===== config.mk =====
export PLATFORM = sky130hd
export DESIGN_NAME = eir_top
export DESIGN_NICKNAME = d
export VERILOG_FILES = /design/src/logic/eir_pkg.sv /design/src/logic/eir_top.sv
export SDC_FILE = /design/constraint.sdc
export NUM_CORES = 1
export LEC_CHECK = 0
export ABC_AREA = 1
export BUFFER_PORTS_ARGS = -buffer_cell sky130_fd_sc_hd__buf_4
export CAP_MARGIN = 20
export CORE_MARGIN = 2
export CORE_UTILIZATION = 30
export CTS_BUF_LIST = sky130_fd_sc_hd__clkbuf_2
export DETAILED_ROUTE_END_ITERATION = 8
export PLACE_DENSITY = 0.65
export RECOVER_POWER = 100
export SYNTH_ARGS = -nofsm -noshare
export SYNTH_HDL_FRONTEND = slang
export SYNTH_SLANG_ARGS = --single-unit

===== constraint.sdc =====
create_clock -name I_CLK -period 3.3 [get_ports I_CLK]
set_input_delay 0 -clock I_CLK [delete_from_list [all_inputs] [get_ports I_CLK]]
set_output_delay 0 -clock I_CLK [all_outputs]
set_load 0.02 [all_outputs]

===== src/logic/eir_pkg.sv =====
package eir_pkg;
    // register offsets are word indices; byte address is index * 4
    localparam logic [7:0] IDX_EXTENDED_FLAGS     = 8'h91;
    localparam logic [7:0] IDX_STANDARD_ENABLES   = 8'ha8;
    localparam logic [7:0] IDX_STANDARD_LEVELS    = 8'hb8;
    localparam logic [7:0] IDX_WAKE_FLAG_CONTROL  = 8'hd8;
    localparam logic [7:0] IDX_EXTENDED_ENABLES   = 8'he8;
    localparam logic [7:0] IDX_EXTENDED_LEVELS    = 8'hf8;
    localparam logic [7:0] IDX_PENDING_STATUS     = 8'hfc;

    // field positions
    localparam int POS_GLOBAL_GATE  = 7;
    localparam int POS_WAKE_FLAG    = 3;

    // writable masks and fixed read values
    localparam logic [7:0] STD_EN_WMASK   = 8'hbf;
    localparam logic [7:0] STD_LVL_WMASK  = 8'h3f;
    localparam logic [7:0] STD_LVL_ONES   = 8'h80;
    localparam logic [7:0] EXT_FLAG_WMASK = 8'hf0;
    localparam logic [7:0] EXT_FLAG_ONES  = 8'h08;
    localparam logic [7:0] WAKE_WMASK     = 8'h08;
    localparam logic [7:0] WAKE_ONES      = 8'h40;
    localparam logic [7:0] EXT_EN_WMASK   = 8'h1f;
    localparam logic [7:0] EXT_ONES       = 8'he0;

    // reset values
    localparam logic [7:0] RST_BYTE       = 8'h00;
    localparam logic [3:0] NO_SOURCE      = 4'hf;

    // natural order of the eleven sources, index 0 wins ties
    localparam int NUM_SRC = 11;
endpackage


===== src/logic/eir_top.sv =====
`timescale 1ns/1ps
module eir_top
    import eir_pkg::*;
(
    input  wire logic        I_CLK,              // cpu clock, 10 MHz
    input  wire logic        I_RSTN,             // async reset, low
    input  wire logic        I_WB_CYC,           // bus cycle
    input  wire logic        I_WB_STB,           // bus strobe
    input  wire logic        I_WB_WE,            // write enable
    input  wire logic [3:0]  I_WB_SEL,           // byte selects
    input  wire logic [31:0] I_WB_ADR,           // byte address
    input  wire logic [31:0] I_WB_DAT,           // write data
    input  wire logic        I_EXT_PIN0_REQUEST, // pin 0 request, high
    input  wire logic        I_EXT_PIN1_REQUEST, // pin 1 request, high
    input  wire logic        I_TIMER0_OVERFLOW,  // timer0 flag
    input  wire logic        I_TIMER1_OVERFLOW,  // timer1 flag
    input  wire logic        I_TIMER2_OVERFLOW,  // timer2 flag
    input  wire logic        I_TIMER2_EXTERNAL_FLAG, // timer2 ext flag
    input  wire logic        I_SERIAL_TX_FLAG,   // serial tx flag
    input  wire logic        I_SERIAL_RX_FLAG,   // serial rx flag
    input  wire logic        I_CONVERSION_DONE,  // converter end, level
    input  wire logic        I_SERIAL_PERIPH_DONE, // one-cycle pulse
    input  wire logic        I_RECEIVER1_DATA_READY, // radio rx1 ready
    input  wire logic        I_RECEIVER2_DATA_READY, // radio rx2 ready
    input  wire logic        I_WAKEUP_EVENT,     // wakeup timer pulse
    output logic             O_WB_ACK,           // bus acknowledge
    output logic [31:0]      O_WB_DAT,           // read data
    output logic             O_IRQ_PENDING,      // some request pending
    output logic             O_IRQ_HIGH,         // winner is high level
    output logic [3:0]       O_IRQ_SOURCE        // winner natural index
);

    logic [7:0]  std_en_reg;
    logic [7:0]  std_lvl_reg;
    logic [3:0]  ext_flag_reg;
    logic        wake_flag_reg;
    logic [4:0]  ext_en_reg;
    logic [4:0]  ext_lvl_reg;
    logic [2:0]  edge_prev_reg;
    logic        ack_reg;
    logic [31:0] rdat_reg;
    logic        pend_reg;
    logic        high_reg;
    logic [3:0]  src_reg;

    logic        bus_req;
    logic        wr_stb;
    logic [7:0]  idx;
    logic [7:0]  wbyte;
    logic [2:0]  rise;
    logic [NUM_SRC-1:0] raw;
    logic [NUM_SRC-1:0] gate;
    logic [NUM_SRC-1:0] lvl;
    logic [NUM_SRC-1:0] req;
    logic [7:0]  rd_byte;

    function automatic logic hit(input logic [7:0] a, input logic [7:0] b);
        return a == b;
    endfunction

    assign bus_req = I_WB_CYC && I_WB_STB && !ack_reg;
    assign wr_stb  = bus_req && I_WB_WE && I_WB_SEL[0];
    assign idx     = I_WB_ADR[9:2];
    assign wbyte   = I_WB_DAT[7:0];

    // rising edges of the level-style event lines
    assign rise = {I_RECEIVER2_DATA_READY, I_RECEIVER1_DATA_READY,
                   I_CONVERSION_DONE} & ~edge_prev_reg;

    always_ff @(posedge I_CLK or negedge I_RSTN) begin
        if (!I_RSTN) begin
            edge_prev_reg <= 3'h0;
        end else begin
            edge_prev_reg <= {I_RECEIVER2_DATA_READY,
                              I_RECEIVER1_DATA_READY, I_CONVERSION_DONE};
        end
    end

    always_ff @(posedge I_CLK or negedge I_RSTN) begin
        if (!I_RSTN) begin
            std_en_reg  <= RST_BYTE;
            std_lvl_reg <= RST_BYTE;
            ext_en_reg  <= RST_BYTE[4:0];
            ext_lvl_reg <= RST_BYTE[4:0];
        end else if (wr_stb) begin
            if (hit(idx, IDX_STANDARD_ENABLES))
                std_en_reg <= wbyte & STD_EN_WMASK;
            if (hit(idx, IDX_STANDARD_LEVELS))
                std_lvl_reg <= wbyte & STD_LVL_WMASK;
            if (hit(idx, IDX_EXTENDED_ENABLES))
                ext_en_reg <= wbyte[4:0];
            if (hit(idx, IDX_EXTENDED_LEVELS))
                ext_lvl_reg <= wbyte[4:0];
        end
    end

    // flags: hardware only sets, and a set in the clearing cycle wins
    always_ff @(posedge I_CLK or negedge I_RSTN) begin
        if (!I_RSTN) begin
            ext_flag_reg <= RST_BYTE[3:0];
        end else begin
            ext_flag_reg <= ((wr_stb && hit(idx, IDX_EXTENDED_FLAGS))
                             ? wbyte[7:4] : ext_flag_reg)
                            | {rise[2], rise[1],
                               I_SERIAL_PERIPH_DONE,
                               rise[0]};
        end
    end

    always_ff @(posedge I_CLK or negedge I_RSTN) begin
        if (!I_RSTN) begin
            wake_flag_reg <= 1'b0;
        end else begin
            wake_flag_reg <= ((wr_stb && hit(idx, IDX_WAKE_FLAG_CONTROL))
                              ? wbyte[POS_WAKE_FLAG] : wake_flag_reg)
                             | I_WAKEUP_EVENT;
        end
    end

    // sources in natural order: pin0 t0 pin1 t1 ser t2 conv sp rx1 rx2 wake
    assign raw = {wake_flag_reg, ext_flag_reg,
                  I_TIMER2_OVERFLOW | I_TIMER2_EXTERNAL_FLAG,
                  I_SERIAL_TX_FLAG | I_SERIAL_RX_FLAG,
                  I_TIMER1_OVERFLOW, I_EXT_PIN1_REQUEST,
                  I_TIMER0_OVERFLOW, I_EXT_PIN0_REQUEST};
    assign gate = {ext_en_reg,
                   std_en_reg[5], std_en_reg[4],
                   std_en_reg[3], std_en_reg[2],
                   std_en_reg[1], std_en_reg[0]};
    assign lvl  = {ext_lvl_reg, std_lvl_reg[5:0]};
    assign req  = raw & gate & {NUM_SRC{std_en_reg[POS_GLOBAL_GATE]}};

    always_ff @(posedge I_CLK or negedge I_RSTN) begin
        if (!I_RSTN) begin
            pend_reg <= 1'b0;
            high_reg <= 1'b0;
            src_reg  <= NO_SOURCE;
        end else begin
            pend_reg <= |req;
            high_reg <= |(req & lvl);
            src_reg  <= NO_SOURCE;
            // downward loop so the lowest index is assigned last
            for (int i = NUM_SRC - 1; i >= 0; i--) begin
                if (|(req & lvl) ? (req[i] && lvl[i]) : req[i])
                    src_reg <= 4'(i);
            end
        end
    end

    always_comb begin
        case (idx)
            IDX_EXTENDED_FLAGS:
                rd_byte = {ext_flag_reg, 4'h0} | EXT_FLAG_ONES;
            IDX_STANDARD_ENABLES:  rd_byte = std_en_reg;
            IDX_STANDARD_LEVELS:   rd_byte = std_lvl_reg | STD_LVL_ONES;
            IDX_WAKE_FLAG_CONTROL:
                rd_byte = {4'h0, wake_flag_reg, 3'h0} | WAKE_ONES;
            IDX_EXTENDED_ENABLES:  rd_byte = {3'h0, ext_en_reg} | EXT_ONES;
            IDX_EXTENDED_LEVELS:   rd_byte = {3'h0, ext_lvl_reg} | EXT_ONES;
            IDX_PENDING_STATUS:
                rd_byte = {2'h0, high_reg, pend_reg, src_reg};
            default:               rd_byte = 8'h00;
        endcase
    end

    always_ff @(posedge I_CLK or negedge I_RSTN) begin
        if (!I_RSTN) begin
            ack_reg  <= 1'b0;
            rdat_reg <= 32'h0;
        end else begin
            ack_reg  <= bus_req;
            rdat_reg <= bus_req ? {24'h0, rd_byte} : 32'h0;
        end
    end

    assign O_WB_ACK      = ack_reg;
    assign O_WB_DAT      = rdat_reg;
    assign O_IRQ_PENDING = pend_reg;
    assign O_IRQ_HIGH    = high_reg;
    assign O_IRQ_SOURCE  = src_reg;
endmodule


Yosys cells after proc, flatten, opt, wreduce, memory -nomap -nowiden
Index checks and enable logic that the tools add are counted.
{ "word_totals": {"reg_bits": 46, "latchBits": 0, "ram_bits": 0, "rom_bits": 0, "inputBits": 86, "out_inout_bits": 39, "elab_cells": 78, "mem_count": 0} }
{ "classes": {"n_addsub": 0, "multipliers": 0, "div_mod_pow": 0, "n_lt_le_gt_ge": 0, "n_eq_ne": 7, "shift": 0, "n_mux": 26, "n_bitwise": 9, "reduce_logical": 24} }
{ "ops": {"columns": ["op", "n"], "rows": [
  ["equality test 8 bit (second input constant)", 7],
  ["one-hot mux 8 bit (7 select lines)", 1],
  ["2-to-1 mux 4 bit", 11],
  ["AND 11 bit", 3],
  ["OR reduction 11 bit", 2],
  ["logical AND 1 bit", 17],
  ["2-to-1 mux 1 bit", 12],
  ["2-to-1 mux 8 bit", 1],
  ["AND reduction 2 bit", 4],
  ["OR 4 bit", 1],
  ["AND 3 bit", 1],
  ["2-to-1 mux 3 bit", 1],
  ["inverter 3 bit", 1],
  ["OR 1 bit", 3],
  ["logical NOT 1 bit", 1]
]} }

Depth between registers and ports, before layout
{ "depth": {"depth_word": 17, "mapped_depth": 17, "mapped_depth_nobuf": 17} }

Worst setup path after synthesis
Ideal clock, no wire load.
{ "synth_timing": {"path_kind": "flip-flop to flip-flop", "from": "reg std_en_reg[7]", "to": "reg src_reg[0], in the netlist O_IRQ_SOURCE[0]", "setup_time_ns": 0.068, "t_arrival_ns": 1.533, "required_time_ns": 3.232, "path_slack_ns": 1.699, "stages_incl_launch_ff": 16, "n_path_buf": 2, "period_less_slack_ns": 1.601, "cell_sequence": "dfrtp_1 > buf_6 > nand4_2 > nand2_2 > nor2_2 > nand3_2 > buf_6 > o21ai_4 > inv_2 > nand2_1 > nand2_1 > nand2_1 > nand2_1 > nand2_1 > nand2_1 > a21oi_2"} }
{ "synth_between": {"elab_chain_len": 15, "word_cells_on_any_way": 36, "cone_classes": "22 x mux; 2 x bitwise; 12 x reduce/logical"} }
{ "synth_rtl": {"columns": ["element", "line", "text"], "rows": [
  ["start: declaration", "eir_top.sv:33", "logic [7:0] std_en_reg;"],
  ["start signal: assignment", "eir_top.sv:87", "std_en_reg <= wbyte & STD_EN_WMASK;"],
  ["AND 11 bit (*)", "eir_top.sv:131", "assign req = raw & gate & {NUM_SRC{std_en_reg[POS_GLOBAL_GATE]}};"],
  ["AND 11 bit", "eir_top.sv:144", "if (|(req & lvl) ? (req[i] && lvl[i]) : req[i])"],
  ["OR reduction 11 bit", "eir_top.sv:144", null],
  ["2-to-1 mux 1 bit", "eir_top.sv:144", null],
  ["2-to-1 mux 3 bit", "eir_top.sv:144", null],
  ["2-to-1 mux 4 bit (9 in a row)", "eir_top.sv:144", null],
  ["2-to-1 mux 4 bit (*)", "eir_top.sv:144", null],
  ["end signal: assignment", "eir_top.sv:145", "src_reg <= 4'(i);"],
  ["end: declaration", "eir_top.sv:44", "logic [3:0] src_reg;"]
]} }
Mark *: on every way between the ends. The rest lies on a longest branch, timed or not.
A chain may end at the register's enable or synchronous reset.

Worst setup path after layout
{ "layout_timing": {"from": "reg std_en_reg[7]", "to": "reg src_reg[2], in the netlist O_IRQ_SOURCE[2]"} }
Same word-level chain as after synthesis.

==> flow_summary_export.csv <==
group,metric,value,unit
outcome,status,"complete, but fails checks",
outcome,failed_checks,"hold timing, capacitance limit, slew limit",
critical_path,worstSetupPathType,"register to register",
synthesis,synth_area,0.00262,mm2
global_route,grtUsageMet3,2.23,%
cells_and_area,diodes,0,
power,leakagePower,1.56,nW
drt,wl,6.41,mm
sta,post-route-min-period,2.45,ns
power,peakVddDrop,0.109,mV
global_route,grt_busiest_layer,"met2",
cells_and_area,area_growth,21.0,%
sta,whs,-0.00553,ns
synthesis,avgSynthCellArea,8.15,um2
global_route,grt_pass1_wl,10.5,mm
floorplan,die_width,97.4,um
drt,antenna_left,0,
clocking,root_buffer,"clkbuf_2",
sta,slew_viol_final,56,
placed_design,dp.cells,472,
clocking,numCtsBuffers,5,
drt,viasPerCell,4.65,
sta,tns,0,ns
synthesis,synth_cell_types,35,
cells_and_area,fin_nets,479,
clocking,post_cts_resized,0,
synthesis,synth-edff-count,0,
cells_and_area,largest_reg_flops,8,
critical_path,cp_max_fo,21,
floorplan,rows,34,
global_route,global_route.usage.met1,17.9,%
global_route,overflow,0,
global_route,grt_pass1_vias,2228,
clocking,clock_path_buffers,2,
floorplan,core-area,0.00859,mm2
global_route,met2_usage,22.5,%
sta,relSlewSlack,-60.9,%
drt,vias,2333,
cells_and_area,drive_gt1_share,15.2,%
job,drv_cap,2,
global_route,antenna_found_initial,0,
sta,rsz0062_at_grt,"false",
global_route,grt_start_max_net_pins,47,
cells_and_area,final_common_cell,"nand2_1",
cells_and_area,multiInputGateArea,0.00115,mm2
sta,finalCritPeriodShare,74.1,%
floorplan,start_util,30.5,%
synthesis,synth_ff_type,"dfrtp_1",
cells_and_area,n_fill_cell,912,
clocking,cts_sinks,46,
synthesis,async_flop_share,100,%
floorplan,die_y,97.4,um
placed_design,place_congestion,0.861,
cells_and_area,finalNonFillerCells,502,
worst_hold_path,hp-class,"input port to register",
sta,worst_pin_slew,2.41,ns
power,power_density,290,mW/mm2
cells_and_area,layout_common_cells,"nand2_1, dfrtp_1, inv_1",
synthesis,yosys_warnings,0,
placed_design,port_buffers,49,
clocking,htree_levels,2,
sta,fin_worst_skew,0.0184,ns
clocking,holdBufCountCts,22,
clocking,clk_latency,0.42,ns
sta,setup_violations,0,
global_route,track_usage,13.5,%
critical_path,cp.arrival,2.80,ns
sta,hold_viol_final,1,
critical_path,end_kind,"register",
floorplan,die_area,0.00949,mm2
synthesis,syn-instance-count,321,
drt,drc,0,
cells_and_area,final_core_util,36.9,%
synthesis,yosysSeqAreaShare,44.2,%
clocking,cts_setup_buffers,0,
critical_path,cp.required,3.66,ns
clocking,cts_tree,"built",
placed_design,place_hpwl,4.97,mm
drt,avgRoutedWirePerCell,12.8,um
synthesis,synth_seq_cells,46,
sta,fmaxAchievable,0.409,GHz
cells_and_area,seqCellArea,0.00116,mm2
critical_path,worstSetupStartpointType,"register",
floorplan,io_pins,125,
drt,drtPass1Iterations,5,
clocking,cts.clk_slew.worst_paths,0.22,ns
drt,drt_iter0_drc,135,
==> cell families (layout without fill, tap and decap cells) <==
group	after synthesis	after routing	share of synthesized area, %
compound gates	60	60	14.6
buf+inv	68	118	14.1
flops	46	46	44.2
other cells	1	24	0.143
simple gates	146	146	27.0
==> Yosys cell counts, types with 3 or more instances <==
cell type	instances	area (um2)
nand4_1	10	62.6
dfrtp_1	42	1050
nand4_2	5	62.6
a221oi_1	3	26.3
o21ai_0	25	125
buf_4	24	180
nor2_1	18	67.6
nor2_2	4	25.0
nand3_1	10	50.1
dfstp_2	4	105
nor3_1	3	15.0
a21oi_1	9	45.0
o21a_1	3	22.5
a31oi_1	5	31.3
inv_1	38	143
o21ai_1	7	35.0
nand2_1	88	330
==> through the flow <==
step / total power [mW] / cell area, um2 / worst slack, ns
2_1_floorplan: 0.646 / 2700 / 1.70
3_3_place_gp: 0.676 / 2980 / 1.14
3_5_place_dp: 0.678 / 2980 / 1.10
4_1_cts: 0.929 / 3250 / 0.817
5_1_grt: 0.960 / 3170 / 0.516
6_report: 0.918 / 3170 / 0.854
==> path summary, 6_finish.rpt <==
| check | startpoint | end | slack [ns] | cells after the start |
|---|---|---|---|---|
| worst max-delay path | std_en_reg[7] | O_IRQ_SOURCE[2] | 0.85 | 10 |
| worst min-delay path | I_SERIAL_RX_FLAG | O_IRQ_PENDING | -0.006 | 7 |
| worst max register to register | std_en_reg[7] | O_IRQ_SOURCE[2] | 0.85 | 10 |
| worst min register to register | edge_prev_reg[1] | ext_flag_reg[2] | 0.46 | 1 |
| max in group asynchronous | I_RSTN | ext_en_reg[1] | 1.12 | 2 |
| min in group asynchronous | I_RSTN | O_WB_DAT[0] | 0.83 | 2 |
==> critical path, cell delays in order, from the launching register on <==
cell	delay, ns
dfrtp_1	0.92
nand2_1	0.11
inv_1	0.11
nand3_1	0.10
nand2_1	0.09
nor2_1	0.05
nand3_1	0.34
inv_1	0.07
o21ai_0	0.29
nand4_1	0.18
nor2_1	0.13
==> power breakdown <==
group / internal (mW) / leakage (nW) / switching (mW)
clock network: 0.0559 / 0.0330 / 0.181
registers: 0.569 / 0.589 / 0.00363
logic: 0.0438 / 0.939 / 0.0646
total: 0.669 / 1.56 / 0.249
==> layer usage <==
metal | vias to the layer above | share of wire (%)
li1 | 1154 | -
met1 | 1078 | 44
met2 | 86 | 48
met3 | 15 | 5.2
met4 | 0 | 2.4
met5 | - | 0
==> area by class of cell <==
cell class / instances / share of cell area, %
flip-flops and latches: 46 / 36.5
multi-input cells: 230 / 36.3
repair buffers: 71 / 16.9
inverters: 39 / 4.62
well taps: 108 / 4.27
clock buffers: 6 / 0.948
clock inverters: 2 / 0.434
Note: power is estimated with default switching activity, not from simulation.
